## src/include/adc_ctrl_map.svh

```systemverilog
// Register offsets, field positions, queue depth and timing counts
`ifndef ADC_CTRL_MAP_SVH
`define ADC_CTRL_MAP_SVH
`define OFS_CONTROL_STATUS     6'h00
`define OFS_LATEST_RESULT      6'h04
`define OFS_QUEUE_CTRL         6'h08
`define OFS_QUEUE_DATA         6'h0C
`define OFS_PACING_DIVIDER     6'h10
`define OFS_RAW_INTERRUPT      6'h14
`define OFS_INTERRUPT_ENABLE   6'h18
`define OFS_INTERRUPT_FORCE    6'h1C
`define OFS_INTERRUPT_STATUS   6'h20
`define CS_EN                  0
`define CS_TEMP_BIAS_ENABLE               1
`define CS_START_ONCE          2
`define CS_START_MANY          3
`define CS_READY               8
`define CS_ERR                 9
`define CS_ERR_STICKY          10
`define CS_SEL_LSB             12
`define CS_SEL_MSB             14
`define CS_MASK_LSB            16
`define CS_MASK_MSB            20
`define QC_EN                  0
`define QC_SHIFT               1
`define QC_ERR                 2
`define QC_DREQ_EN             3
`define QC_EMPTY               8
`define QC_FULL                9
`define QC_UNDER               10
`define QC_OVER                11
`define QC_LEVEL_LSB           16
`define QC_LEVEL_MSB           19
`define QC_THRESH_LSB          24
`define QC_THRESH_MSB          27
`define DIV_FRAC_LSB           0
`define DIV_FRAC_MSB           7
`define DIV_INT_LSB            8
`define DIV_INT_MSB            23
`define ENTRY_ERR_BIT          12
`define QUEUE_DEPTH            4
`define CONV_CYCLES            7'd96
`define POWERUP_CYCLES         3'd4
`define TEMP_SELECT            3'h4
`endif

```

## src/include/adc_ctrl_pkg.sv

```systemverilog
// Types shared by the converter control block
`default_nettype none
package adc_ctrl_pkg;
  typedef struct packed {
    logic        wr;
    logic        rd;
    logic [5:0]  addr;
    logic [31:0] wdata;
  } reg_req_s;
  typedef struct packed {
    logic        err;
    logic [11:0] data;
  } sample_s;
endpackage : adc_ctrl_pkg
`default_nettype wire

```

## src/design/adc_sequencer.sv

```systemverilog
// Converter sequencer, result queue, pacing and request logic
`include "adc_ctrl_map.svh"
`default_nettype none

module result_queue #(
  parameter int WIDTH = 13,
  parameter int DEPTH = 4
) (
  input  wire logic             clk,
  input  wire logic             arst_n,
  input  wire logic             in_valid,
  output logic                  in_ready,
  input  wire logic [WIDTH-1:0] in_data,
  output logic                  out_valid,
  input  wire logic             out_ready,
  output logic      [WIDTH-1:0] out_data,
  output logic      [$clog2(DEPTH):0] level
);
  localparam int AW = $clog2(DEPTH);
  logic [WIDTH-1:0] mem_q [DEPTH];
  logic [AW-1:0]    wp_q;
  logic [AW-1:0]    rp_q;
  logic [AW:0]      cnt_q;
  logic             push;
  logic             pop;

  assign in_ready  = (cnt_q != (AW+1)'(DEPTH));
  assign out_valid = (cnt_q != '0);
  assign push      = in_valid && in_ready;
  assign pop       = out_valid && out_ready;
  assign out_data  = mem_q[rp_q];
  assign level     = cnt_q;

  always_ff @(posedge clk) begin
    if (push) begin
      mem_q[wp_q] <= in_data;
    end
  end

  always_ff @(posedge clk or negedge arst_n) begin
    if (!arst_n) begin
      wp_q  <= '0;
      rp_q  <= '0;
      cnt_q <= '0;
    end else begin
      if (push) begin
        wp_q <= (wp_q == AW'(DEPTH - 1)) ? '0 : wp_q + AW'(1);
      end
      if (pop) begin
        rp_q <= (rp_q == AW'(DEPTH - 1)) ? '0 : rp_q + AW'(1);
      end
      cnt_q <= cnt_q + (AW+1)'(push) - (AW+1)'(pop);
    end
  end
endmodule : result_queue

module adc_sequencer (
  input  wire logic                     clk,
  input  wire logic                     arst_n,
  input  wire adc_ctrl_pkg::reg_req_s   reg_req,
  output logic                          reg_rvalid,
  output logic [31:0]                   reg_rdata,
  output logic                          converter_power,
  output logic                          temp_bias_enable,
  output logic                          sar_start,
  output logic [2:0]                    sar_select,
  input  wire adc_ctrl_pkg::sample_s    sar_sample,
  output logic                          converter_dma_request,
  output logic                          irq
);
  typedef enum logic [1:0] {ST_OFF, ST_POWERUP, ST_IDLE, ST_BUSY} conv_state_e;

  conv_state_e           state_q;
  logic [2:0]            pwr_cnt_q;
  logic [6:0]            conv_cnt_q;
  logic                  en_q;
  logic                  temp_bias_enable_q;
  logic                  many_q;
  logic [2:0]            input_select_q;
  logic [4:0]            rotation_channel_mask_q;
  logic                  err_q;
  logic                  err_sticky_q;
  logic [11:0]           result_q;
  logic                  queue_write_enable_q;
  logic                  byte_shift_option_q;
  logic                  error_tag_option_q;
  logic                  dma_request_enable_q;
  logic [3:0]            queue_threshold_q;
  logic                  queue_overflow_flag_q;
  logic                  queue_underflow_flag_q;
  logic [15:0]           div_int_q;
  logic [7:0]            div_frac_q;
  logic [16:0]           pace_cnt_q;
  logic [7:0]            pace_acc_q;
  logic                  interrupt_enable_q;
  logic                  interrupt_force_q;
  logic                  sar_start_q;
  logic [31:0]           rdata_q;
  logic                  rvalid_q;

  logic                  wr_cs;
  logic                  wr_qc;
  logic                  wr_div;
  logic                  rd_qdata;
  logic                  ready;
  logic                  done;
  logic                  pace_tick;
  logic                  pace_extra;
  logic                  start;
  logic                  push_req;
  logic                  q_in_ready;
  logic                  q_out_valid;
  logic [12:0]           q_out_data;
  logic [12:0]           push_data;
  logic [2:0]            level;
  logic                  raw_int;
  logic                  int_status;
  logic [2:0]            next_select;
  logic [8:0]            acc_sum;

  assign wr_cs    = reg_req.wr && (reg_req.addr == `OFS_CONTROL_STATUS);
  assign wr_qc    = reg_req.wr && (reg_req.addr == `OFS_QUEUE_CTRL);
  assign wr_div   = reg_req.wr && (reg_req.addr == `OFS_PACING_DIVIDER);
  assign rd_qdata = reg_req.rd && (reg_req.addr == `OFS_QUEUE_DATA);

  // Next masked input after the current one, wrapping
  always_comb begin
    next_select = input_select_q;
    for (int k = 5; k >= 1; k--) begin
      if (rotation_channel_mask_q[(32'(input_select_q) + k) % 5]) begin
        next_select = 3'((32'(input_select_q) + k) % 5);
      end
    end
  end

  // Conversion sequencing and power-up
  assign ready = (state_q == ST_IDLE);
  assign done  = (state_q == ST_BUSY) && (conv_cnt_q == `CONV_CYCLES - 7'd1);
  // Paced trigger is ignored while a conversion runs
  assign start = ready && ((many_q && (({div_int_q, div_frac_q} == '0) || pace_tick)) ||
                           (wr_cs && reg_req.wdata[`CS_START_ONCE] && !many_q &&
                            !reg_req.wdata[`CS_START_MANY]));

  always_ff @(posedge clk or negedge arst_n) begin
    if (!arst_n) begin
      state_q    <= ST_OFF;
      pwr_cnt_q  <= '0;
      conv_cnt_q <= '0;
    end else begin
      case (state_q)
        ST_OFF: begin
          pwr_cnt_q <= '0;
          if (en_q) begin
            state_q <= ST_POWERUP;
          end
        end
        ST_POWERUP: begin
          pwr_cnt_q <= pwr_cnt_q + 3'd1;
          if (!en_q) begin
            state_q <= ST_OFF;
          end else if (pwr_cnt_q == `POWERUP_CYCLES - 3'd1) begin
            state_q <= ST_IDLE;
          end
        end
        ST_IDLE: begin
          conv_cnt_q <= '0;
          if (!en_q) begin
            state_q <= ST_OFF;
          end else if (start) begin
            state_q <= ST_BUSY;
          end
        end
        ST_BUSY: begin
          conv_cnt_q <= conv_cnt_q + 7'd1;
          if (done) begin
            state_q <= en_q ? ST_IDLE : ST_OFF;
          end
        end
        default: begin
          state_q <= ST_OFF;
        end
      endcase
    end
  end

  always_ff @(posedge clk or negedge arst_n) begin
    if (!arst_n) begin
      sar_start_q <= 1'b0;
    end else begin
      sar_start_q <= start;
    end
  end

  // Pacing divider; fraction spreads intervals between int+1 and int+2
  assign acc_sum    = {1'b0, pace_acc_q} + {1'b0, div_frac_q};
  assign pace_extra = acc_sum[8];
  assign pace_tick  = (pace_cnt_q == {1'b0, div_int_q} + {16'h0000, pace_extra});

  always_ff @(posedge clk or negedge arst_n) begin
    if (!arst_n) begin
      pace_cnt_q <= '0;
      pace_acc_q <= '0;
    end else if (wr_div || !many_q) begin
      pace_cnt_q <= '0;
      pace_acc_q <= '0;
    end else if (pace_tick) begin
      pace_cnt_q <= '0;
      pace_acc_q <= acc_sum[7:0];
    end else begin
      pace_cnt_q <= pace_cnt_q + 17'h00001;
    end
  end

  // Control/status register; a completing conversion's select update beats a write
  always_ff @(posedge clk or negedge arst_n) begin
    if (!arst_n) begin
      en_q                    <= 1'b0;
      temp_bias_enable_q      <= 1'b0;
      many_q                  <= 1'b0;
      input_select_q          <= '0;
      rotation_channel_mask_q <= '0;
    end else begin
      if (wr_cs) begin
        en_q                    <= reg_req.wdata[`CS_EN];
        temp_bias_enable_q      <= reg_req.wdata[`CS_TEMP_BIAS_ENABLE];
        many_q                  <= reg_req.wdata[`CS_START_MANY];
        input_select_q          <= reg_req.wdata[`CS_SEL_MSB:`CS_SEL_LSB];
        rotation_channel_mask_q <= reg_req.wdata[`CS_MASK_MSB:`CS_MASK_LSB];
      end
      if (done && many_q && (rotation_channel_mask_q != '0)) begin
        input_select_q <= next_select;
      end
    end
  end

  // Latest result and error flags
  always_ff @(posedge clk or negedge arst_n) begin
    if (!arst_n) begin
      result_q     <= '0;
      err_q        <= 1'b0;
      err_sticky_q <= 1'b0;
    end else begin
      if (done) begin
        result_q <= sar_sample.data;
        err_q    <= sar_sample.err;
      end
      if (done && sar_sample.err) begin
        err_sticky_q <= 1'b1;
      end else if (wr_cs && reg_req.wdata[`CS_ERR_STICKY]) begin
        err_sticky_q <= 1'b0;
      end
    end
  end

  // Queue entry shaping
  always_comb begin
    push_data = {1'b0, sar_sample.data};
    if (byte_shift_option_q) begin
      push_data = {5'h00, sar_sample.data[11:4]};
    end
    if (error_tag_option_q) begin
      push_data[`ENTRY_ERR_BIT] = sar_sample.err;
    end
  end

  assign push_req = done && queue_write_enable_q;

  result_queue #(
    .WIDTH (13),
    .DEPTH (`QUEUE_DEPTH)
  ) u_queue (
    .clk       (clk),
    .arst_n    (arst_n),
    .in_valid  (push_req),
    .in_ready  (q_in_ready),
    .in_data   (push_data),
    .out_valid (q_out_valid),
    .out_ready (rd_qdata),
    .out_data  (q_out_data),
    .level     (level)
  );

  // Queue control; hardware set wins over write-one-to-clear
  always_ff @(posedge clk or negedge arst_n) begin
    if (!arst_n) begin
      queue_write_enable_q   <= 1'b0;
      byte_shift_option_q    <= 1'b0;
      error_tag_option_q     <= 1'b0;
      dma_request_enable_q   <= 1'b0;
      queue_threshold_q      <= '0;
      queue_overflow_flag_q  <= 1'b0;
      queue_underflow_flag_q <= 1'b0;
    end else begin
      if (wr_qc) begin
        queue_write_enable_q <= reg_req.wdata[`QC_EN];
        byte_shift_option_q  <= reg_req.wdata[`QC_SHIFT];
        error_tag_option_q   <= reg_req.wdata[`QC_ERR];
        dma_request_enable_q <= reg_req.wdata[`QC_DREQ_EN];
        queue_threshold_q    <= reg_req.wdata[`QC_THRESH_MSB:`QC_THRESH_LSB];
      end
      if (push_req && !q_in_ready) begin
        queue_overflow_flag_q <= 1'b1;
      end else if (wr_qc && reg_req.wdata[`QC_OVER]) begin
        queue_overflow_flag_q <= 1'b0;
      end
      if (rd_qdata && !q_out_valid) begin
        queue_underflow_flag_q <= 1'b1;
      end else if (wr_qc && reg_req.wdata[`QC_UNDER]) begin
        queue_underflow_flag_q <= 1'b0;
      end
    end
  end

  // Divider and interrupt registers
  always_ff @(posedge clk or negedge arst_n) begin
    if (!arst_n) begin
      div_int_q  <= '0;
      div_frac_q <= '0;
      interrupt_enable_q     <= 1'b0;
      interrupt_force_q     <= 1'b0;
    end else begin
      if (wr_div) begin
        div_int_q  <= reg_req.wdata[`DIV_INT_MSB:`DIV_INT_LSB];
        div_frac_q <= reg_req.wdata[`DIV_FRAC_MSB:`DIV_FRAC_LSB];
      end
      if (reg_req.wr && (reg_req.addr == `OFS_INTERRUPT_ENABLE)) begin
        interrupt_enable_q <= reg_req.wdata[0];
      end
      if (reg_req.wr && (reg_req.addr == `OFS_INTERRUPT_FORCE)) begin
        interrupt_force_q <= reg_req.wdata[0];
      end
    end
  end

  // Level condition is live, so draining clears it without acknowledge
  assign raw_int    = ({1'b0, level} >= queue_threshold_q);
  assign int_status = (raw_int && interrupt_enable_q) || interrupt_force_q;

  // Register read port, answer one cycle after the strobe
  always_ff @(posedge clk or negedge arst_n) begin
    if (!arst_n) begin
      rdata_q  <= '0;
      rvalid_q <= 1'b0;
    end else begin
      rvalid_q <= reg_req.rd;
      rdata_q  <= '0;
      if (reg_req.rd) begin
        case (reg_req.addr)
          `OFS_CONTROL_STATUS: begin
            rdata_q[`CS_MASK_MSB:`CS_MASK_LSB] <= rotation_channel_mask_q;
            rdata_q[`CS_SEL_MSB:`CS_SEL_LSB]   <= input_select_q;
            rdata_q[`CS_ERR_STICKY]            <= err_sticky_q;
            rdata_q[`CS_ERR]                   <= err_q;
            rdata_q[`CS_READY]                 <= ready;
            rdata_q[`CS_START_MANY]            <= many_q;
            rdata_q[`CS_TEMP_BIAS_ENABLE]                 <= temp_bias_enable_q;
            rdata_q[`CS_EN]                    <= en_q;
          end
          `OFS_LATEST_RESULT: begin
            rdata_q[11:0] <= result_q;
          end
          `OFS_QUEUE_CTRL: begin
            rdata_q[`QC_THRESH_MSB:`QC_THRESH_LSB] <= queue_threshold_q;
            rdata_q[`QC_LEVEL_MSB:`QC_LEVEL_LSB]   <= {1'b0, level};
            rdata_q[`QC_OVER]                      <= queue_overflow_flag_q;
            rdata_q[`QC_UNDER]                     <= queue_underflow_flag_q;
            rdata_q[`QC_FULL]                      <= !q_in_ready;
            rdata_q[`QC_EMPTY]                     <= !q_out_valid;
            rdata_q[`QC_DREQ_EN]                   <= dma_request_enable_q;
            rdata_q[`QC_ERR]                       <= error_tag_option_q;
            rdata_q[`QC_SHIFT]                     <= byte_shift_option_q;
            rdata_q[`QC_EN]                        <= queue_write_enable_q;
          end
          `OFS_QUEUE_DATA: begin
            rdata_q[12:0] <= q_out_valid ? q_out_data : 13'h0000;
          end
          `OFS_PACING_DIVIDER: begin
            rdata_q[`DIV_INT_MSB:`DIV_INT_LSB]   <= div_int_q;
            rdata_q[`DIV_FRAC_MSB:`DIV_FRAC_LSB] <= div_frac_q;
          end
          `OFS_RAW_INTERRUPT: begin
            rdata_q[0] <= raw_int;
          end
          `OFS_INTERRUPT_ENABLE: begin
            rdata_q[0] <= interrupt_enable_q;
          end
          `OFS_INTERRUPT_FORCE: begin
            rdata_q[0] <= interrupt_force_q;
          end
          `OFS_INTERRUPT_STATUS: begin
            rdata_q[0] <= int_status;
          end
          default: begin
            rdata_q <= '0;
          end
        endcase
      end
    end
  end

  assign reg_rvalid            = rvalid_q;
  assign reg_rdata             = rdata_q;
  assign converter_power       = en_q;
  assign temp_bias_enable      = temp_bias_enable_q;
  assign sar_start             = sar_start_q;
  assign sar_select            = input_select_q;
  assign converter_dma_request = dma_request_enable_q && raw_int;
  assign irq                   = int_status;

  rr_step_a: assert property (@(posedge clk) disable iff (!arst_n)
    done && many_q && !wr_cs && (rotation_channel_mask_q != '0) |=> rotation_channel_mask_q[input_select_q])
    else $error("select did not land on a masked input");

  sel_hold_a: assert property (@(posedge clk) disable iff (!arst_n)
    !many_q && !wr_cs |=> $stable(input_select_q))
    else $error("select moved outside free-running capture");

  rr_off_a: assert property (@(posedge clk) disable iff (!arst_n)
    (rotation_channel_mask_q == '0) && !wr_cs |=> $stable(input_select_q))
    else $error("select moved with empty mask");

  conv_len_a: assert property (@(posedge clk) disable iff (!arst_n)
    sar_start |-> ##95 done)
    else $error("conversion did not finish after 96 cycles");

  conv_origin_a: assert property (@(posedge clk) disable iff (!arst_n)
    done |-> $past(sar_start, 95))
    else $error("conversion finished early");

  over_drop_a: assert property (@(posedge clk) disable iff (!arst_n)
    push_req && !q_in_ready && !rd_qdata |=> queue_overflow_flag_q && $stable(level))
    else $error("overflow not flagged or queue changed");

  shift_data_a: assert property (@(posedge clk) disable iff (!arst_n)
    push_req && q_in_ready && byte_shift_option_q && (level == 3'd0) && !rd_qdata
      |=> q_out_data[7:0] == $past(sar_sample.data[11:4]))
    else $error("byte shift entry wrong");

  dreq_gate_a: assert property (@(posedge clk) disable iff (!arst_n)
    !dma_request_enable_q || ({1'b0, level} < queue_threshold_q) |-> !converter_dma_request)
    else $error("dma request without enable");

  under_set_a: assert property (@(posedge clk) disable iff (!arst_n)
    rd_qdata && !q_out_valid |=> queue_underflow_flag_q)
    else $error("underflow not flagged");

  irq_drain_a: assert property (@(posedge clk) disable iff (!arst_n)
    !interrupt_force_q && ({1'b0, level} < queue_threshold_q) |-> !irq)
    else $error("interrupt held below threshold");

  div_reset_a: assert property (@(posedge clk) disable iff (!arst_n)
    wr_div |=> pace_cnt_q == 17'h00000)
    else $error("pacing counter not reset by divider write");
endmodule : adc_sequencer
`default_nettype wire

```

## config.mk

```make
export PLATFORM = sky130hd
export DESIGN_NAME = adc_sequencer
export DESIGN_NICKNAME = d
export VERILOG_FILES = /design/src/include/adc_ctrl_pkg.sv /design/src/design/adc_sequencer.sv
export VERILOG_INCLUDE_DIRS = /design/src /design/src/include
export SDC_FILE = /design/constraint.sdc
export NUM_CORES = 1
export LEC_CHECK = 0
export BUFFER_PORTS_ARGS = -buffer_cell sky130_fd_sc_hd__buf_4
export CORE_ASPECT_RATIO = 0.9
export CORE_MARGIN = 4
export CORE_UTILIZATION = 55
export CTS_BUF_LIST = sky130_fd_sc_hd__clkbuf_4 sky130_fd_sc_hd__clkbuf_8
export DETAILED_ROUTE_END_ITERATION = 12
export PLACE_DENSITY = 0.8
export SLEW_MARGIN = 20
export SYNTH_ARGS = -nofsm -noshare
export SYNTH_HDL_FRONTEND = slang
export SYNTH_SLANG_ARGS = --single-unit
```

## constraint.sdc

```tcl
create_clock -name clk -period 9.2 [get_ports clk]
set_clock_uncertainty 0.05 [all_clocks]
set_input_delay 0.92 -clock clk [delete_from_list [all_inputs] [get_ports clk]]
set_output_delay 0.92 -clock clk [all_outputs]
set_load 0.02 [all_outputs]
```

==> metrics, run 1 <==
status=completed; CTS max path bufs=2; worst reg2reg path depth=16; Residual DRC=0; Total GRT Usage=23.68%; Slew Limit Headroom=23.23%; n_diodes=0; Post-synth ARST share=72.19%; Worst-Skew Late Latency=0.48 ns; Critical Path Start=sar_select[1]; minimum clock period after layout=5.317 ns; syn_area_per_cell=10.80 um^2; Hold Buf Count CTS=0; PortBufs=87; Final ANT Viol Nets=0; pin count of the biggest net entering global routing=84; Initial Util=56.79%; grt total ovfl=0; Ports=96; crit path DAT=5.64 ns; Avg Vias per Cell=6.035; final critical-path share of the clock period=57.79%; Placer Congestion=0.9027; Placed Area=0.01137 mm^2; # rows=47; Root Driver=clkbuf_8; nets@finish=1148; register area share after synthesis=46.66%; Reg power frac=45.2%; fillers=1470; type of the worst setup path=reg2reg; synthesis-to-layout area growth=11.44%; fin. max-slew vios=0; internal reg-to-reg setup slack=3.88 ns; final hold vios=0; vias in the first global route=7821; maxcap violations=0; Pint=1424 uW; Startpoint Class=register; Mapped Cells=980; peak supply drop=98.60 uV; Pwr Density=190.9 mW/mm^2; unrepaired setup endpoints after global routing=false; Setup-failing EPs final=0; combinational share of power=29.8%; Seq cells post-synth=187; Reg area=0.004940 mm^2; Mapped Area=0.01059 mm^2; DP HPWL=17750 um; Post-synth EDFFs=52; yosys warns=0; crit end category=register; initial DRC count=740; CTS tree=built; H-tree level count=4; Leak=0.005243 uW; DRT Wirelength=24910 um; most frequent cells in the layout=135 x dfrtp_1, 92 x buf_4, 81 x nor2_1, 79 x nand2_1, 60 x mux2_2; commonest non-fill, non-tap cell in the layout=dfrtp_1; Psw=828.0 uW; die area=0.02153 mm^2; worst slew pin tran=1.143 ns; Vias=7852; initial antenna violation count=0; clock tree sinks=187; post-synth cell types=84; post-route cell area=0.01180 mm^2; width of the die=154.2 um; die height=139.6 um; clk slew on worst S/H paths=0.10 ns; area of the multi-input gates=0.005205 mm^2; Initial DRT Pass Iterations=6; R2R Path Start=sar_select[1]; final core occ=63.29%; Fin Setup TNS=0 ns; Tot Pwr=2252 uW; # resized after CTS=0; Setup Buffers After CTS=0; reg2reg end=sar_select[1]; power share of the clock group=25.0%; layout cells sized above 1=21.12%; average wire per cell in the routed design=19.15 um; Hold Path Class=in2async; first-pass GRT wire length=40680 um; Core ar.=0.01864 mm^2; switch share=36.77%; ys flop type=dfrtp_1; CTS Buf Count=17; Fmax achieved=188.1 MHz; crit-path max FO=22; Req. time, crit path=9.52 ns
-- flip-flops by register name, summed over array words and instances (netlist names), 4 cells and up --
register                 flops
u_queue.mem_q               52
reg_rdata                   28
pace_cnt_q                  17
div_int_q                   16
result_q                    12
div_frac_q                   8
pace_acc_q                   8
conv_cnt_q                   7
rotation_channel_mask_q      5
queue_threshold_q            4
-- routing by layer --
metal / part of all wire [%] / vias up / track usage [%] / wire (um)
li1: - / 3682 / - / -
met3: 6.5 / 38 / 4.843 / 1618
met5: 0 / - / 0 / 0
met2: 48 / 267 / 37.71 / 12010
met4: 2.0 / 0 / 7.900 / 506
met1: 43 / 3865 / 32.74 / 10780
-- worst max-delay path by stage --
stage               endpoint  slack [ns]  cells past startpoint
4_1_cts        sar_select[1]        3.97                     16
2_1_floorplan  sar_select[1]        4.93                     17
3_5_place_dp   sar_select[1]        4.02                     16
3_3_place_gp   sar_select[1]        4.13                     16
6_report       sar_select[1]        3.88                     16
5_1_grt        sar_select[1]        3.55                     16
-- worst max-delay path, cell delays in order (launching register included) --
cell and delay, ns:
dfrtp_1 0.74, inv_1 0.31, ha_1 0.63, ha_1 0.35, nor2_1 0.28, a21oi_1 0.14, xnor2_1 0.24, ha_1 0.23
nor2b_1 0.27, o311ai_1 0.13, a21o_1 0.22, and2_4 0.17, a21oi_1 0.25, a311oi_1 0.07, a311oi_1 0.50, a2bb2oi_2 0.28
mux2_4 0.33
-- cells by family (layout without fill, tap and decap cells) --
kind of cell             Yosys count  in the layout  synth area share (%)
buffers and inverters            109            182                 4.326
multiplexers                     103            103                 12.48
other                              1              4               0.03542
adder cells (fa/ha/maj)           50             50                 6.051
flip-flops                       187            187                 46.66
AND/OR/NAND/NOR                  294            294                 13.45
AO/OA/AOI/OAI                    182            182                 12.53
XOR/XNOR                          54             54                 4.468
-- power by group through the flow --
stage	clock network, uW	logic, uW	registers [uW]
floorplan	0	546	982
global placement	0	641	1030
detailed placement	0	664	1030
CTS	574	668	1020
global route	610	750	1030
finish	563	671	1020
-- layout make-up --
cell class / instances / share of cell area [%]
Multi-Input combinational cell: 687 / 44.12
Sequential cell: 187 / 41.87
Timing Repair Buffer: 93 / 5.950
Tap cell: 245 / 2.598
Clock buffer: 17 / 1.983
Inverter: 57 / 1.814
Clock inverter: 15 / 1.665
-- through the flow --
step                      hold WS (ns)  setup WS (ns)  cells
after detailed placement        0.4332          4.017   1269
after global placement          0.4218          4.127   1269
after global routing            0.4543          3.547   1301
after CTS                       0.4423          3.968   1301
after floorplan                 0.3975          4.929    983
final                           0.4074          3.883   1301
-- synth_stat cells, drive strengths merged (5+ instances only) --
cell type / instances / share of area [%]
a211oi: 6 / 0.52
a21boi: 7 / 0.50
a21o: 12 / 0.87
a21oi: 33 / 1.6
a222oi: 11 / 1.0
a31oi: 8 / 0.47
and2: 9 / 0.56
and3: 19 / 1.1
buf: 12 / 0.70
clkbuf: 40 / 1.6
dfrtp: 135 / 32
edfxtp: 52 / 15
ha: 48 / 5.7
inv: 57 / 2.0
mux2: 63 / 6.8
mux2i: 24 / 2.3
mux4: 16 / 3.4
nand2: 79 / 2.8
nand3: 28 / 1.3
nand4: 13 / 0.77
nor2: 81 / 2.9
nor2b: 15 / 0.89
nor3: 13 / 0.61
nor4: 11 / 0.65
o21ai: 38 / 1.8
o2bb2ai: 11 / 0.91
o31ai: 5 / 0.35
xnor2: 32 / 2.6
xor2: 22 / 1.8
No activity file was read; power rests on OpenSTA's default activity.
==> inputs of run 2 (changes only) <==
--- a/config.mk
+++ b/config.mk
@@ -6,6 +6,7 @@
 export SDC_FILE = /design/constraint.sdc
 export NUM_CORES = 1
 export LEC_CHECK = 0
+export ABC_AREA = 1
 export BUFFER_PORTS_ARGS = -buffer_cell sky130_fd_sc_hd__buf_4
 export CORE_ASPECT_RATIO = 0.9
 export CORE_MARGIN = 4
==> constraint.sdc (replaced) <==
create_clock -name clk -period 5 [get_ports clk]
set_clock_uncertainty 0.05 [all_clocks]
set_input_delay 0.5 -clock clk [delete_from_list [all_inputs] [get_ports clk]]
set_output_delay 0.5 -clock clk [all_outputs]
set_load 0.02 [all_outputs]
==> run 2 against run 1 <==
Maximum frequency grew 17%. Power up 100%. Clock-buffer cell count unchanged. Utilization up 0.40 points. Largest cell class is now sequential cells. Largest power group unchanged.
==> metrics, run 2 <==
minimum clock period after layout=4.528 ns (-0.7892 ns); Initial Util=56.65% (-0.14 points); layout cells sized above 1=14.30% (-6.8 points); most common cell in the synthesized netlist=nand2_1; CTS max path bufs=2 (unchanged); Startpoint Class=register; Root Driver=clkbuf_8; grt total ovfl=0 (unchanged); Residual DRC=0 (unchanged); DP HPWL=19140 um (+7.9%); post-synth cell types=51 (-39%); Setup Buffers After CTS=0 (unchanged); Worst-Skew Late Latency=0.49 ns (about the same); Core ar.=0.01864 mm^2 (unchanged); Pwr Density=382.6 mW/mm^2 (+100%); Final ANT Viol Nets=0 (unchanged); Placer Congestion=0.9336 (+3.4%); Mapped Cells=1273 (+30%); Worst Hold Slack=0.01202 ns (-0.3954 ns); Slew Limit Headroom=39.63% (+16 points); DP Worst Slack=0.4750 ns (-3.542 ns); CTS tree=built; Tot Pwr=4542 uW (+100%); Fin Setup TNS=0 ns (unchanged); syn_area_per_cell=8.295 um^2 (-23%); Ports=96 (unchanged); setup ws final=0.4721 ns (-3.411 ns); n_diodes=0 (unchanged); Post-synth ARST share=72.19% (unchanged); initial antenna violation count=0 (unchanged); Avg Vias per Cell=5.547 (-8.1%); DRT Wirelength=25880 um (+3.9%); die height=139.5 um (-0.11%); Initial DRT Pass Iterations=5 (-1); die area=0.02148 mm^2 (-0.23%); top-area cell type share of the netlist area=31.99% (+0.079 points); Vias=8964 (+14%); first-pass GRT wire length=42280 um (+3.9%); Hold Buf Count CTS=0 (unchanged); width of the die=154.1 um (-0.12%); Mapped Area=0.01056 mm^2 (-0.25%); nets@finish=1463 (+27%); pin count of the biggest net entering global routing=90 (+7.1%); Req. time, crit path=5.33 ns (-4.19 ns); Reg with most FFs=u_queue.mem_q; Largest register FFs=52 (unchanged); Leak=0.005732 uW (+9.3%); Setup-failing EPs final=0 (unchanged); final hold vios=0 (unchanged); commonest non-fill, non-tap cell in the layout=nand2_1; PortBufs=87 (unchanged); # rows=47 (unchanged); post-synth top area cell=dfrtp_1; final critical-path share of the clock period=90.56% (+33 points); fin. max-slew vios=0 (unchanged); synthesis-to-layout area growth=12.43%; Total GRT Usage=24.32% (+0.63 points); top post-synthesis cells by count=277 x nand2_1, 169 x inv_1, 135 x dfrtp_1, 119 x nor2_1, 108 x o21ai_0; maxcap violations=0 (unchanged); synth top area cells=dfrtp_1 32%, edfxtp_1 15%, nand2_1 9.8%; vias in the first global route=8373 (+7.1%); final core occ=63.69% (+0.40 points); ys flop type=dfrtp_1; status=completed; Seq cells post-synth=187 (unchanged); most frequent cells in the layout=277 x nand2_1, 169 x inv_1, 135 x dfrtp_1, 118 x nor2_1, 108 x o21ai_0; Fmax achieved=220.9 MHz (+17%); type of the worst setup path=reg2reg; yosys warns=0 (unchanged); internal reg-to-reg setup slack=0.47 ns (-3.41 ns); # resized after CTS=0 (unchanged); CTS Buf Count=17 (unchanged); H-tree level count=4 (unchanged); unrepaired setup endpoints after global routing=false; Hold Path Class=in2async; clk slew on worst S/H paths=0.11 ns (about the same); average wire per cell in the routed design=16.01 um (-16%); register area share after synthesis=46.78% (+0.12 points); crit end category=register; worst slew pin tran=0.9055 ns (-0.2373 ns); clock tree sinks=187 (unchanged); initial DRC count=784 (+5.9%); crit path DAT=4.86 ns (-0.78 ns); crit-path max FO=15 (-32%); peak supply drop=262.1 uV (+170%); Post-synth EDFFs=52 (unchanged)
[run 2: cell types whose count changed after synthesis, moves of 26 or more]
cell / before / now
nand2_1: 79 / 277
inv_1: 55 / 169
o21ai_0: 34 / 108
mux2_2: 60 / 2
nand3_1: 28 / 80
nor2_1: 81 / 119
xnor2_1: 32 / 6
[run 2: where the power goes]
group / leakage, uW / total, uW / internal [uW] / switching (uW)
Combinational: 0.00338 / 1590 / 547 / 1040
Sequential: 0.00214 / 1890 / 1710 / 181
Clock: 0.000215 / 1060 / 399 / 666
[run 2: final timing paths]
path | cells after the start | startpoint | endpoint
min in group clk | 1 | reg_req[38] | reg_rvalid
setup / recovery | 27 | div_frac_q[0] | state_q[1]
hold reg to reg | 2 | err_q | err_q
max in group asynchronous | 2 | arst_n | interrupt_force_q
hold / removal | 1 | arst_n | reg_rdata[22]
setup reg to reg | 27 | div_frac_q[0] | state_q[1]
[run 2: logic make-up (layout without fill, tap and decap cells)]
kind of cell	Yosys count	after routing	share of synthesized area (%)
other	1	4	0.03551
buffers and inverters	219	314	8.306
muxes	2	2	0.2133
AOI/OAI and AO/OA	218	218	11.77
xor gates and xnor gates	34	34	2.820
DFF	187	187	46.78
adders and majority gates	50	50	6.066
and+or+nand+nor	562	562	24.02
[run 2: metal layers]
metal  part of all wire, %  global-route usage [%]  vias up
li1                      -                       -     4348
met1                    43                   33.60     4245
met2                    47                   39.25      332
met3                   7.2                   4.750       39
met4                   2.1                   7.203        0
met5                     0                       0        -
[run 2: worst max-delay path, stage by stage (launching register included)]
cell      delay (ns)
dfrtp_1         0.43
ha_1            0.18
inv_1           0.05
fa_1            0.37
nor2_1          0.17
nor2_1          0.07
o21bai_1        0.19
a21oi_1         0.10
o21ai_0         0.26
a21oi_1         0.11
o21bai_1        0.16
ha_1            0.21
ha_1            0.26
nand4_4         0.14
nor2_4          0.14
nand2_2         0.09
nor2_4          0.10
inv_2           0.06
nor2_4          0.08
nand3_1         0.09
xor2_1          0.29
nand4_4         0.29
nand2_1         0.12
nand2_1         0.11
nand2_2         0.10
nand3_1         0.07
nand2_1         0.07
nand2_1         0.05
[run 2: cell type report]
class	count	area, um^2
fill	1547	6769
clock inverter	15	196.4
inverter	183	691.9
timing repair buffer	99	747.0
tap	245	306.5
multi-input combinational	870	4757
clock buffer	17	234.0
sequential	187	4940
[run 2: stage by stage]
stage,cells,area [um^2]
3_5_place_dp,1584,11440
5_1_grt,1616,11870
4_1_cts,1616,11870
6_report,1616,11870
2_1_floorplan,1276,10570
3_3_place_gp,1584,11440
